File: config.mk
export PLATFORM = sky130hd
export DESIGN_NAME = uart_rx_recovery_addr_filter
export DESIGN_NICKNAME = d
export VERILOG_FILES = /design/src/verilog/uart_rx_pkg.sv /design/src/verilog/sample_tick_if.sv /design/src/verilog/sample_tick_gen.sv /design/src/verilog/rx_line_sync.sv /design/src/verilog/uart_rx_recovery_addr_filter.sv
export SDC_FILE = /design/constraint.sdc
export NUM_CORES = 1
export LEC_CHECK = 0
export ABC_CLOCK_PERIOD_IN_PS = 3000
export BUFFER_PORTS_ARGS = -buffer_cell sky130_fd_sc_hd__buf_4
export CAP_MARGIN = 10
export CORE_ASPECT_RATIO = 0.7
export CORE_MARGIN = 2
export CORE_UTILIZATION = 56
export DETAILED_ROUTE_END_ITERATION = 10
export PLACE_DENSITY = 0.8
export SYNTH_ARGS = -nofsm -noshare
export SYNTH_HDL_FRONTEND = slang
export SYNTH_SLANG_ARGS = --single-unit
File: constraint.sdc
create_clock -name SYS_CLK -period 3 [get_ports SYS_CLK]
set_input_delay 0.6 -clock SYS_CLK [delete_from_list [all_inputs] [get_ports SYS_CLK]]
set_output_delay 0.6 -clock SYS_CLK [all_outputs]
set_load 0.1 [all_outputs]
File: src/verilog/uart_rx_pkg.sv
// constants, register map and types for the serial receive front end
// assumes one system clock; all users import the whole package
package uart_rx_pkg;

    // ----------------------------------------
    // bus and register map
    // ----------------------------------------
    localparam int ADDR_W = 4;
    localparam int DATA_W = 32;
    localparam int DIV_W = 12;
    localparam logic [1:0] IDX_CTRL = 2'h0;
    localparam logic [1:0] IDX_STATUS = 2'h1;
    localparam logic [1:0] IDX_DATA = 2'h2;
    localparam logic [1:0] IDX_BAUD = 2'h3;
    localparam logic [1:0] RESP_OKAY = 2'h0;
    localparam logic [1:0] RESP_SLVERR = 2'h2;

    // ----------------------------------------
    // field positions
    // ----------------------------------------
    localparam int CTRL_RX_ENABLE = 0;
    localparam int CTRL_DOUBLE_SPEED = 1;
    localparam int CTRL_ADDR_FILTER = 2;
    localparam int CTRL_PARITY_ENABLE = 3;
    localparam int CTRL_SIZE_LO = 4;
    localparam int STAT_RX_COMPLETE = 0;
    localparam int STAT_FRAMING_ERROR = 1;
    localparam int STAT_NINTH_BIT = 2;
    localparam int STAT_BUSY = 3;
    localparam int DATA_NINTH_POS = 8;

    // ----------------------------------------
    // reset values
    // ----------------------------------------
    localparam logic [2:0] SIZE_CODE_RESET = 3'h3;
    localparam logic [DIV_W-1:0] BAUD_DIVISOR_RESET = 12'h067;

    // ----------------------------------------
    // sampling figures
    // ----------------------------------------
    localparam logic [4:0] SPB_NORMAL = 5'h10;
    localparam logic [4:0] SPB_DOUBLE = 5'h08;
    localparam logic [4:0] VOTE_FIRST_NORMAL = 5'h08;
    localparam logic [4:0] VOTE_FIRST_DOUBLE = 5'h04;
    localparam logic [4:0] DS_STOP_RELEASE = 5'h07;
    localparam logic [3:0] MIN_DATA_BITS = 4'h5;
    localparam logic [3:0] MAX_DATA_BITS = 4'h9;

    typedef enum logic [1:0] {RX_IDLE, RX_START, RX_DATA, RX_STOP} rx_state_t;

endpackage : uart_rx_pkg

File: src/verilog/sample_tick_if.sv
// carries divisor, restart and sample tick between receiver and tick generator
// assumes both ends share the system clock
`timescale 1ns/1ps
interface sample_tick_if #(parameter int DIV_W = 12);
    logic [DIV_W-1:0] divisor;
    logic restart;
    logic tick;
    modport gen (input divisor, input restart, output tick);
    modport user (output divisor, output restart, input tick);
endinterface : sample_tick_if

File: src/verilog/sample_tick_gen.sv
// sample-rate tick generator: one tick every divisor+1 clocks
// assumes restart is a single-cycle request from the receiver
`timescale 1ns/1ps
module sample_tick_gen #(
    parameter int DIV_W = 12
) (
    input wire logic SYS_CLK,
    input wire logic RSTN,
    sample_tick_if.gen tk
);
    logic [DIV_W-1:0] cnt_q;
    logic tick_q;

    // ----------------------------------------
    // divider
    // ----------------------------------------
    // restart realigns the sample grid to the start edge
    always_ff @(posedge SYS_CLK) begin
        if (!RSTN) begin
            cnt_q <= '0;
            tick_q <= 1'b0;
        end else if (tk.restart) begin
            cnt_q <= tk.divisor;
            tick_q <= 1'b0;
        end else if (cnt_q == '0) begin
            cnt_q <= tk.divisor;
            tick_q <= 1'b1;
        end else begin
            cnt_q <= cnt_q - 1'b1;
            tick_q <= 1'b0;
        end
    end

    assign tk.tick = tick_q;
endmodule : sample_tick_gen

File: src/verilog/rx_line_sync.sv
// two-stage synchroniser for the serial receive line
// assumes the line idles high; both stages reset to idle
`timescale 1ns/1ps
module rx_line_sync (
    input wire logic SYS_CLK,
    input wire logic RSTN,
    input wire logic line_i,
    output logic line_o
);
    logic meta_q;
    logic sync_q;

    always_ff @(posedge SYS_CLK) begin
        if (!RSTN) begin
            meta_q <= 1'b1;
            sync_q <= 1'b1;
        end else begin
            meta_q <= line_i;
            sync_q <= meta_q;
        end
    end

    assign line_o = sync_q;
endmodule : rx_line_sync

File: src/verilog/uart_rx_recovery_addr_filter.sv
// serial receive front end: start detection, bit recovery, address filter
// assumes AXI4-Lite master on SYS_CLK; serial line asynchronous, idles high
`timescale 1ns/1ps
module uart_rx_recovery_addr_filter #(
    parameter int DIV_W = uart_rx_pkg::DIV_W
) (
    input wire logic SYS_CLK,
    input wire logic RSTN,
    input wire logic [uart_rx_pkg::ADDR_W-1:0] S_AXI_AWADDR,
    input wire logic S_AXI_AWVALID,
    output logic S_AXI_AWREADY,
    input wire logic [uart_rx_pkg::DATA_W-1:0] S_AXI_WDATA,
    input wire logic [3:0] S_AXI_WSTRB,
    input wire logic S_AXI_WVALID,
    output logic S_AXI_WREADY,
    output logic [1:0] S_AXI_BRESP,
    output logic S_AXI_BVALID,
    input wire logic S_AXI_BREADY,
    input wire logic [uart_rx_pkg::ADDR_W-1:0] S_AXI_ARADDR,
    input wire logic S_AXI_ARVALID,
    output logic S_AXI_ARREADY,
    output logic [uart_rx_pkg::DATA_W-1:0] S_AXI_RDATA,
    output logic [1:0] S_AXI_RRESP,
    output logic S_AXI_RVALID,
    input wire logic S_AXI_RREADY,
    input wire logic SERIAL_RECEIVE_INPUT
);
    import uart_rx_pkg::*;

    // ----------------------------------------
    // declarations
    // ----------------------------------------
    logic rx_enable_q;
    logic double_speed_select_q;
    logic address_filter_enable_q;
    logic parity_enable_q;
    logic [2:0] size_code_q;
    logic [DIV_W-1:0] baud_divisor_q;
    logic [ADDR_W-1:0] awaddr_q;
    logic [DATA_W-1:0] wdata_q;
    logic [3:0] wstrb_q;
    logic wr_fire;
    logic rd_take;
    logic pop;
    logic line_s;
    logic line_prev_q;
    logic falling;
    rx_state_t state_q;
    logic [4:0] cnt_q;
    logic [4:0] num;
    logic [4:0] spb;
    logic [4:0] vf;
    logic vote_last;
    logic [1:0] v_q;
    logic maj;
    logic [3:0] bit_idx_q;
    logic [3:0] data_bits;
    logic [3:0] frame_bits;
    logic [9:0] frame_q;
    logic [7:0] keep;
    logic commit;
    logic frame_type;
    logic drop;
    logic rx_complete_q;
    logic framing_error_flag_q;
    logic ninth_received_bit_q;
    logic [7:0] rx_data_q;

    sample_tick_if #(.DIV_W(DIV_W)) tk ();

    rx_line_sync u_sync (
        .SYS_CLK(SYS_CLK),
        .RSTN(RSTN),
        .line_i(SERIAL_RECEIVE_INPUT),
        .line_o(line_s)
    );

    sample_tick_gen #(.DIV_W(DIV_W)) u_tick (
        .SYS_CLK(SYS_CLK),
        .RSTN(RSTN),
        .tk(tk)
    );

    // ----------------------------------------
    // sampling arithmetic
    // ----------------------------------------
    assign spb = double_speed_select_q ? SPB_DOUBLE : SPB_NORMAL;
    assign vf = double_speed_select_q ? VOTE_FIRST_DOUBLE : VOTE_FIRST_NORMAL;
    assign num = (cnt_q >= spb) ? 5'h01 : cnt_q + 5'h01;
    assign vote_last = (num == vf + 5'h02);
    // third vote is the live sample, so decision lands on the last voting tick
    assign maj = (v_q[0] & v_q[1]) | (v_q[0] & line_s) | (v_q[1] & line_s);
    assign falling = line_prev_q && !line_s;
    // out-of-range size codes fall back to the widest frame
    assign data_bits = (size_code_q > 3'h4) ? MAX_DATA_BITS
                                           : MIN_DATA_BITS + {1'b0, size_code_q};
    assign frame_bits = data_bits + {3'h0, parity_enable_q};
    assign tk.divisor = baud_divisor_q;
    assign tk.restart = (state_q == RX_IDLE) && rx_enable_q && falling;
    assign commit = (state_q == RX_STOP) && tk.tick && vote_last;
    assign frame_type = (data_bits == MAX_DATA_BITS) ? frame_q[8] : maj;
    // filter is re-evaluated every frame, so data frames keep dropping until cleared
    assign drop = address_filter_enable_q && !frame_type;

    genvar gi;
    generate
        for (gi = 0; gi < 8; gi++) begin : g_keep
            assign keep[gi] = (4'(gi) < data_bits);
        end
    endgenerate

    // ----------------------------------------
    // edge memory
    // ----------------------------------------
    always_ff @(posedge SYS_CLK) begin
        if (!RSTN) begin
            line_prev_q <= 1'b1;
        end else begin
            line_prev_q <= line_s;
        end
    end

    // ----------------------------------------
    // recovery state machine
    // ----------------------------------------
    // edge search runs at clock rate so the resync is as fine as possible
    always_ff @(posedge SYS_CLK) begin
        if (!RSTN) begin
            state_q <= RX_IDLE;
            cnt_q <= 5'h00;
            bit_idx_q <= 4'h0;
        end else if (!rx_enable_q) begin
            state_q <= RX_IDLE;
            cnt_q <= 5'h00;
        end else begin
            case (state_q)
                RX_IDLE: begin
                    if (falling) begin
                        state_q <= RX_START;
                        cnt_q <= 5'h01;
                    end
                end
                RX_START: begin
                    if (tk.tick) begin
                        cnt_q <= num;
                        if (vote_last && maj) begin
                            state_q <= RX_IDLE;
                        end else if (num == spb) begin
                            state_q <= RX_DATA;
                            bit_idx_q <= 4'h0;
                        end
                    end
                end
                RX_DATA: begin
                    if (tk.tick) begin
                        cnt_q <= num;
                        if (num == spb) begin
                            bit_idx_q <= bit_idx_q + 4'h1;
                            if (bit_idx_q == frame_bits - 4'h1) begin
                                state_q <= RX_STOP;
                            end
                        end
                    end
                end
                RX_STOP: begin
                    if (tk.tick) begin
                        cnt_q <= num;
                        // later stop bits are never looked at
                        if (vote_last && !double_speed_select_q) begin
                            state_q <= RX_IDLE;
                        end else if (num == DS_STOP_RELEASE && double_speed_select_q) begin
                            state_q <= RX_IDLE;
                        end
                    end
                end
                default: begin
                    state_q <= RX_IDLE;
                end
            endcase
        end
    end

    // ----------------------------------------
    // votes and frame bits
    // ----------------------------------------
    always_ff @(posedge SYS_CLK) begin
        if (!RSTN) begin
            v_q <= 2'h0;
            frame_q <= 10'h000;
        end else if (tk.tick && state_q != RX_IDLE) begin
            if (num == vf) begin
                v_q[0] <= line_s;
            end
            if (num == vf + 5'h01) begin
                v_q[1] <= line_s;
            end
            if (state_q == RX_DATA && vote_last) begin
                frame_q[bit_idx_q] <= maj;
            end
        end
    end

    // ----------------------------------------
    // holding register
    // ----------------------------------------
    // single-entry hold; a new frame overwrites an unread one
    always_ff @(posedge SYS_CLK) begin
        if (!RSTN) begin
            rx_complete_q <= 1'b0;
            framing_error_flag_q <= 1'b0;
            ninth_received_bit_q <= 1'b0;
            rx_data_q <= 8'h00;
        end else if (!rx_enable_q) begin
            rx_complete_q <= 1'b0;
        end else if (commit && !drop) begin
            rx_complete_q <= 1'b1;
            framing_error_flag_q <= !maj;
            ninth_received_bit_q <= frame_q[8] && (data_bits == MAX_DATA_BITS);
            rx_data_q <= frame_q[7:0] & keep;
        end else if (pop) begin
            rx_complete_q <= 1'b0;
        end
    end

    // ----------------------------------------
    // write channel
    // ----------------------------------------
    assign wr_fire = !S_AXI_AWREADY && !S_AXI_WREADY && !S_AXI_BVALID;

    always_ff @(posedge SYS_CLK) begin
        if (!RSTN) begin
            S_AXI_AWREADY <= 1'b1;
            S_AXI_WREADY <= 1'b1;
            S_AXI_BVALID <= 1'b0;
            S_AXI_BRESP <= RESP_OKAY;
            awaddr_q <= '0;
            wdata_q <= '0;
            wstrb_q <= 4'h0;
        end else begin
            if (S_AXI_AWREADY && S_AXI_AWVALID) begin
                awaddr_q <= S_AXI_AWADDR;
                S_AXI_AWREADY <= 1'b0;
            end
            if (S_AXI_WREADY && S_AXI_WVALID) begin
                wdata_q <= S_AXI_WDATA;
                wstrb_q <= S_AXI_WSTRB;
                S_AXI_WREADY <= 1'b0;
            end
            if (wr_fire) begin
                S_AXI_BVALID <= 1'b1;
                S_AXI_BRESP <= (awaddr_q[3:2] == IDX_CTRL || awaddr_q[3:2] == IDX_BAUD)
                               ? RESP_OKAY : RESP_SLVERR;
            end
            if (S_AXI_BVALID && S_AXI_BREADY) begin
                S_AXI_BVALID <= 1'b0;
                S_AXI_AWREADY <= 1'b1;
                S_AXI_WREADY <= 1'b1;
            end
        end
    end

    // ----------------------------------------
    // control registers
    // ----------------------------------------
    // no transmit path lives here; the filter bit only gates reception
    always_ff @(posedge SYS_CLK) begin
        if (!RSTN) begin
            rx_enable_q <= 1'b0;
            double_speed_select_q <= 1'b0;
            address_filter_enable_q <= 1'b0;
            parity_enable_q <= 1'b0;
            size_code_q <= SIZE_CODE_RESET;
            baud_divisor_q <= BAUD_DIVISOR_RESET;
        end else if (wr_fire) begin
            if (awaddr_q[3:2] == IDX_CTRL && wstrb_q[0]) begin
                rx_enable_q <= wdata_q[CTRL_RX_ENABLE];
                double_speed_select_q <= wdata_q[CTRL_DOUBLE_SPEED];
                address_filter_enable_q <= wdata_q[CTRL_ADDR_FILTER];
                parity_enable_q <= wdata_q[CTRL_PARITY_ENABLE];
                size_code_q <= wdata_q[CTRL_SIZE_LO +: 3];
            end
            if (awaddr_q[3:2] == IDX_BAUD) begin
                if (wstrb_q[0]) begin
                    baud_divisor_q[7:0] <= wdata_q[7:0];
                end
                if (wstrb_q[1]) begin
                    baud_divisor_q[DIV_W-1:8] <= wdata_q[DIV_W-1:8];
                end
            end
        end
    end

    // ----------------------------------------
    // read channel
    // ----------------------------------------
    assign rd_take = S_AXI_ARREADY && S_AXI_ARVALID;
    assign pop = rd_take && (S_AXI_ARADDR[3:2] == IDX_DATA);

    always_ff @(posedge SYS_CLK) begin
        if (!RSTN) begin
            S_AXI_ARREADY <= 1'b1;
            S_AXI_RVALID <= 1'b0;
            S_AXI_RDATA <= '0;
            S_AXI_RRESP <= RESP_OKAY;
        end else if (rd_take) begin
            S_AXI_ARREADY <= 1'b0;
            S_AXI_RVALID <= 1'b1;
            S_AXI_RRESP <= RESP_OKAY;
            S_AXI_RDATA <= '0;
            case (S_AXI_ARADDR[3:2])
                IDX_CTRL: begin
                    S_AXI_RDATA[CTRL_RX_ENABLE] <= rx_enable_q;
                    S_AXI_RDATA[CTRL_DOUBLE_SPEED] <= double_speed_select_q;
                    S_AXI_RDATA[CTRL_ADDR_FILTER] <= address_filter_enable_q;
                    S_AXI_RDATA[CTRL_PARITY_ENABLE] <= parity_enable_q;
                    S_AXI_RDATA[CTRL_SIZE_LO +: 3] <= size_code_q;
                end
                IDX_STATUS: begin
                    S_AXI_RDATA[STAT_RX_COMPLETE] <= rx_complete_q;
                    S_AXI_RDATA[STAT_FRAMING_ERROR] <= framing_error_flag_q;
                    S_AXI_RDATA[STAT_NINTH_BIT] <= ninth_received_bit_q;
                    S_AXI_RDATA[STAT_BUSY] <= (state_q != RX_IDLE);
                end
                IDX_DATA: begin
                    S_AXI_RDATA[7:0] <= rx_data_q;
                    S_AXI_RDATA[DATA_NINTH_POS] <= ninth_received_bit_q;
                end
                default: begin
                    S_AXI_RDATA[DIV_W-1:0] <= baud_divisor_q;
                end
            endcase
        end else if (S_AXI_RVALID && S_AXI_RREADY) begin
            S_AXI_RVALID <= 1'b0;
            S_AXI_ARREADY <= 1'b1;
        end
    end
endmodule : uart_rx_recovery_addr_filter

==> results.md, run 1 <==
- Post-route insts no fill: 771
- Final Max Slew Viols: 0
- Register area share after synthesis: 38.6%
- # clock sinks: 102
- Mean Syn Cell Area: 8.66 um2
- CTS tree: done
- # IOs: 93
- CTS clock-pin slew for the worst setup and hold paths: 0.07 ns
- First-pass GRT wire length: 19.9 mm
- Post-synth EDFFs: 0
- Rows: 29
- Post-DRT Antenna Nets: 0
- Num CTS Buffers: 9
- CP delay by family, top: simple AND/OR/NAND/NOR gates
- Post-route setup slack: 0.192 ns
- WP data arrival: 3.02 ns
- First drt pass iteration count: 5
- Met2 Use GR: 38.0%
- Complex-gate fraction of the synthesized area: 14.7%
- Mapped cell area: 5290 um2
- Syn-to-layout area delta: 12.1%
- Post-synth ARST share: 0%
- DR iter-0 viols: 404
- Worst R2R Setup Slack: 0.19 ns
- Clk root buf: clkbuf_16
- Setup TNS: 0 ns
- WP buf/inv: 1
- DRC: 0
- Rel. slew slack: 58.5%
- Yosys reg bits: 102
- Tmin final: 2.81 ns
- Met1 usage: 33.7%
- Placed Instance Area: 5630 um2
- P_leak: 2.59 nW
- Kind of critical path: flop to flop
- Max Buffers Root-to-Sink: 2
- Die area: 10200 um2
- Hold buffer count at CTS: 0
- Starting Density: 58.0%
- IO buf count: 43
- Final Hold Vio Count: 0
- Vias in the first global route: 4061
- Worst clock skew: 0.00755 ns
- Max_cap viols: 0
- Fillers: 754
- Met3 Usage GRT: 5.44%
- Gr usage total: 24.0%
- RSZ-0062 raised after global routing: no
- Layout cells sized above 1: 12.5%
- Worst vdd ir: 0.000349 V
- Crit path cell chain: inv_2 > ha_1 > and4b_4 > or3_4 > or4_4 > nor3_4 > nand3_1 > mux2i_1
- Post-DP HPWL: 8.78 mm
- Largest cells by area after synthesis: dfxtp_1 39%, mux2i_1 8.9%, nand2_1 6.5%
- CP endpoint kind: flop
- Busiest grt layer: met2
- Fmax: 0.356 GHz
- Critical Path Start Type: flop
- Max stage delay on crit path: 0.55 ns
- Post-CTS setup buffers: 0
- Mapped Cells: 610
- Prevailing post-synth register cell: dfxtp_1
- WP data required: 3.21 ns
- Status: complete, no violations
- Slew @ Worst Pin: 0.620 ns
- Pwr/cell area: 571 nW/um2
- Routed wire length: 12.1 mm
- Die width: 120 um
- Clk_lat worst skew: 0.34 ns
- Adder-Cell Fraction of Synth Area: 3.55%
- Dpl ws: 0.232 ns
- Total core area: 9110 um2
- Netlist cell types: 65
- Mux contribution to synthesized area: 10.4%
- DR vias: 4360
- Final setup fails: 0
- Wire per inst: 15.7 um
- Final #Nets: 709
- Hold_ws: 0.408 ns
- Fin crit share: 93.6%
- Largest family of logic cells by synthesized area: simple AND/OR/NAND/NOR gates
- Hold crit path type: flop to flop
- Synth Area in XOR/XNOR: 2.82%
- Biggest area consumer among synthesized cells: dfxtp_1
- RePlAce Congestion: 0.920
- H-Tree Depth: 3
- Slowest-stage cell, CP: or4_4
- N_diodes: 0
- Yosys warning count: 0
- Die height: 85.3 um
- DR vias/cell: 5.65
- CP max FO: 9
- Placed Cells: 755
- Design area: 5920 um2
- Pin count of the biggest net entering global routing: 65
- Initial antenna violation count: 0
- Grt ovf: 0
- Share of the synthesized area in the top cell type: 38.6%
- Post-synthesis simple-gate area fraction: 22.5%
- Post-CTS Resized: 0
[final cells by class]
type,instances,area [um2],area share (%)
sequential,102,2040,34.5
timing repair buffer,54,418,7.06
clock inverter,5,60.1,1.01
tap,124,155,2.62
clock buffer,11,233,3.93
inverter,20,75.1,1.27
multi-input combinational,455,2940,49.6
[registers in the layout (all words and copies together), names as in the netlist, 2 cells and up, named ones only]
| register | count |
|---|---|
| bit_idx_q | 4 |
| rx_data_q | 8 |
| baud_divisor_q | 12 |
| wdata_q | 12 |
| S_AXI_RDATA | 12 |
| awaddr_q | 2 |
| u_tick.cnt_q | 12 |
| cnt_q | 5 |
| v_q | 2 |
| size_code_q | 3 |
| frame_q | 9 |
| wstrb_q | 2 |
[layout by cell type (no fill, tap or decap), types with 4 or more instances in the layout]
cell type	instances
a21oi_1	17
a21boi_0	8
and3_1	5
clkbuf_16	9
o21ai_0	17
nor2b_1	26
dfxtp_1	102
o211a_1	11
o221ai_1	4
nand4b_1	4
inv_1	18
mux2_2	7
nor4_1	6
nand2_1	91
conb_1	23
mux2i_1	47
xnor2_1	8
o21a_1	4
buf_4	53
nor2_1	29
a221oi_1	4
a21boi_1	12
nand3_1	32
ha_1	15
and2_1	5
o22ai_1	4
o31ai_1	5
nand2b_1	8
nor3_1	9
xor2_1	9
[report_power, final]
| group | internal, W | switching [W] |
|---|---|---|
| combinational | 0.000236 | 0.000480 |
| sequential | 0.00144 | 0.0000745 |
| clock | 0.000649 | 0.000508 |
[Yosys cell counts (all sizes together), types with 5 or more instances]
| master | n |
|---|---|
| a21boi | 20 |
| nor2b | 26 |
| xor2 | 9 |
| xnor2 | 8 |
| inv | 19 |
| and3 | 5 |
| mux2i | 47 |
| nand2 | 91 |
| ha | 15 |
| and2 | 5 |
| nand3 | 32 |
| nor3 | 10 |
| o21ai | 20 |
| dfxtp | 102 |
| o31ai | 5 |
| buf | 29 |
| mux2 | 7 |
| clkbuf | 26 |
| a21oi | 17 |
| nand2b | 8 |
| nor2 | 29 |
| nor4 | 6 |
| o211a | 11 |
[kinds of logic after synthesis]
kind of cell	after synthesis
xor gates and xnor gates	17
other	1
and+or+nand+nor	237
DFF	102
buffers and inverters	75
muxes	54
AOI/OAI and AO/OA	109
adders and majority gates	15
[routing by layer]
layer | vias to the layer above | wire [um]
met5 | - | 0
met4 | 0 | 89
met3 | 7 | 698
met2 | 140 | 5450
met1 | 2059 | 5830
li1 | 2154 | -
[worst paths after layout]
check | start | to | cells after the start
worst min-delay path | u_sync.meta_q | u_sync.line_o | 1
worst min register to register | u_sync.meta_q | u_sync.line_o | 1
worst max-delay path | cnt_q[0] | frame_q[6] | 8
worst max register to register | cnt_q[0] | frame_q[6] | 8
[through the flow]
step                power (W)  utilization, %
floorplan             0.00213               -
global placement      0.00223            61.8
detailed placement    0.00225            61.8
CTS                   0.00339            65.0
global route          0.00352            65.0
finish                0.00338            65.0
[worst reg2reg max path, delay by kind of cell, from the launching register on]
kind          cells  cell delay (ns)
mux               1             0.16
simple gates      5             1.70
fa+ha+maj         1             0.22
flops             1             0.50
buf+inv           1             0.13
(Power assumes the default switching activity.)
==> run 2: changes to the inputs <==
--- a/config.mk
+++ b/config.mk
@@ -5,7 +5,6 @@
 export SDC_FILE = /design/constraint.sdc
 export NUM_CORES = 1
 export LEC_CHECK = 0
-export ABC_CLOCK_PERIOD_IN_PS = 3000
 export BUFFER_PORTS_ARGS = -buffer_cell sky130_fd_sc_hd__buf_4
 export CAP_MARGIN = 10
 export CORE_ASPECT_RATIO = 0.7
@@ -15,4 +14,5 @@
 export PLACE_DENSITY = 0.8
 export SYNTH_ARGS = -nofsm -noshare
 export SYNTH_HDL_FRONTEND = slang
+export SYNTH_HIERARCHICAL = 1
 export SYNTH_SLANG_ARGS = --single-unit
==> results.md, run 2 <==
- Status: complete, no violations
- Worst Setup SP: size_code_q[0]
- Worst clock skew: 0.00563 ns
- Final setup fails: 0
- P_leak: 2.36 nW
- N_diodes: 0
- Worst R2R Start: size_code_q[0]
- Pin count of the biggest net entering global routing: 42
- Die area: 10500 um2
- DR vias: 4423
- Setup TNS: 0 ns
- Post-synth ARST share: 0%
- Max stage delay on crit path: 0.67 ns
- Worst setup path endpoint: rx_data_q[2]
- Slowest-stage cell, CP: and4bb_1
- Tmin final: 2.79 ns
- Starting Density: 58.6%
- Post-synth EDFFs: 0
- Die width: 121 um
- Gr usage total: 25.0%
- DR vias/cell: 5.77
- Post-CTS Resized: 0
- Critical Path Start Type: flop
- Biggest area consumer among synthesized cells: dfxtp_1
- Fillers: 769
- Final Hold Vio Count: 0
- Register area share after synthesis: 37.8%
- Final Max Slew Viols: 0
- Total core area: 9220 um2
- Vias in the first global route: 4276
- Max_cap viols: 0
- Rows: 29
- Netlist cell types: 77
- Fmax: 0.359 GHz
- Mean Syn Cell Area: 8.85 um2
- Layout cells sized above 1: 16.2%
- Share of the synthesized area in the top cell type: 37.8%
- Clk root buf: clkbuf_16
- IO buf count: 43
- First drt pass iteration count: 5
- RSZ-0062 raised after global routing: no
- Most frequent cells in the layout: 102 x dfxtp_1, 82 x nand2_1, 53 x buf_4
- Wire per inst: 16.5 um
- Largest cells by area after synthesis: dfxtp_1 38%, mux2i_1 6.3%, nand2_1 5.7%
- Mapped cell area: 5400 um2
- Post-DP HPWL: 9.07 mm
- Worst vdd ir: 0.000342 V
- Placed Cells: 751
- Worst R2R Setup Slack: 0.21 ns
- Post-synth top cells: 102 x dfxtp_1, 82 x nand2_1, 43 x nor2_1
- Worst r2r dst: rx_data_q[2]
- Post-DRT Antenna Nets: 0
- Grt ovf: 0
- Fin crit share: 93.0%
- Routed wire length: 12.6 mm
- CP max FO: 20
- CTS clock-pin slew for the worst setup and hold paths: 0.07 ns
- Hold buffer count at CTS: 0
- DRC: 0
- H-Tree Depth: 3
- FF+latch area: 2040 um2
- Final #Nets: 706
- Pwr/cell area: 579 nW/um2
- Prevailing post-synth register cell: dfxtp_1
- WP data required: 3.28 ns
- Max Buffers Root-to-Sink: 2
- R2R depth: 8
- Hold_ws: 0.415 ns
- Yosys warning count: 6
- Die height: 86.1 um
- # IOs: 93
- Rel. slew slack: 48.4%
- Post-route insts no fill: 767
- Hold crit path type: flop to flop
- Most common cell after layout, fill and taps aside: dfxtp_1
- Kind of critical path: flop to flop
- WP data arrival: 3.07 ns
- RePlAce Congestion: 0.893
- Post-CTS setup buffers: 0
- First-pass GRT wire length: 20.3 mm
- Initial antenna violation count: 0
- # clock sinks: 102
- Num CTS Buffers: 9
- Most frequent cell after synthesis: dfxtp_1
- Yosys reg bits: 102
- Area of the multi-input gates: 3000 um2
- Crit path cell chain: inv_1 > ha_1 > o31ai_1 > a211oi_1 > nor3_1 > and4bb_1 > o2111ai_1 > o21ai_0
- Slew @ Worst Pin: 0.774 ns
- Syn-to-layout area delta: 10.7%
- CTS tree: done
- Mapped Cells: 610
- Clk_lat worst skew: 0.36 ns
- CP endpoint kind: flop
- DR iter-0 viols: 476
## run 2: cell types whose count changed after synthesis, sizes merged, moves of 7 or more
| cell | before | now |
|---|---|---|
| clkbuf | 26 | 19 |
| a21oi | 17 | 29 |
| nor4 | 6 | 14 |
| nand2 | 91 | 82 |
| nand4 | 2 | 9 |
| buf | 29 | 39 |
| mux2i | 47 | 34 |
| o21ai | 20 | 29 |
| nand3 | 32 | 20 |
| o211a | 11 | 1 |
| nor2 | 29 | 43 |
| nor2b | 26 | 15 |
## run 2: worst max-delay path: cells and delay by family (launching register included)
kind | cells | cell delay, ns
adder cells (fa/ha/maj) | 1 | 0.36
AO/OA/AOI/OAI | 4 | 1.02
flip-flops | 1 | 0.34
AND/OR/NAND/NOR | 2 | 0.93
buffers and inverters | 1 | 0.06
## run 2: layout make-up
type	count	area share [%]
clock inverter	7	1.34
sequential	102	34.2
multi-input combinational	453	50.3
timing repair buffer	53	6.66
tap	124	2.60
inverter	19	1.19
clock buffer	9	3.77
## run 2: cells by family after synthesis
family	after synthesis	synth area share, %
flip-flops	102	37.8
adder cells (fa/ha/maj)	17	3.89
other	1	0.0695
XOR/XNOR	17	2.90
AO/OA/AOI/OAI	105	13.1
buffers and inverters	77	8.07
multiplexers	43	9.02
AND/OR/NAND/NOR	248	25.2
## run 2: report_power, final
part	total (W)	switching [W]	leakage (nW)	internal, W
Combinational	0.000729	0.000491	1.38	0.000238
Sequential	0.00152	0.0000822	0.830	0.00144
Clock	0.00121	0.000549	0.148	0.000659
Total	0.00346	0.00112	2.36	0.00234
## run 2: metrics by stage
stage	utilization, %	total power, W	cell area (um2)	setup slack, ns
6_report	64.8	0.00346	5970	0.211
5_1_grt	64.8	0.00360	5970	0.0323
4_1_cts	64.8	0.00347	5970	0.279
3_5_place_dp	61.5	0.00226	5670	0.355
3_3_place_gp	61.5	0.00223	5670	0.410
2_1_floorplan	-	0.00216	5480	0.763
## run 2: worst min path at each step
| stage | startpoint | end | slack [ns] | cells after the start |
|---|---|---|---|---|
| 6_report | u_sync/meta_q | u_sync/line_o | 0.42 | 1 |
| 3_3_place_gp | u_sync/meta_q | u_sync/line_o | 0.39 | 1 |
| 2_1_floorplan | u_sync/meta_q | u_sync/line_o | 0.39 | 1 |
| 4_1_cts | SERIAL_RECEIVE_INPUT | u_sync/meta_q | 0.42 | 2 |
| 3_5_place_dp | u_sync/meta_q | u_sync/line_o | 0.41 | 1 |
| 5_1_grt | SERIAL_RECEIVE_INPUT | u_sync/meta_q | 0.43 | 2 |
## run 2: metal layers
metal	vias to the layer above	track usage (%)	share of wire, %
li1	2141	-	-
met1	2100	32.7	45
met2	166	40.3	46
met3	16	7.05	7.5
met4	0	7.63	1.3
met5	-	0	0
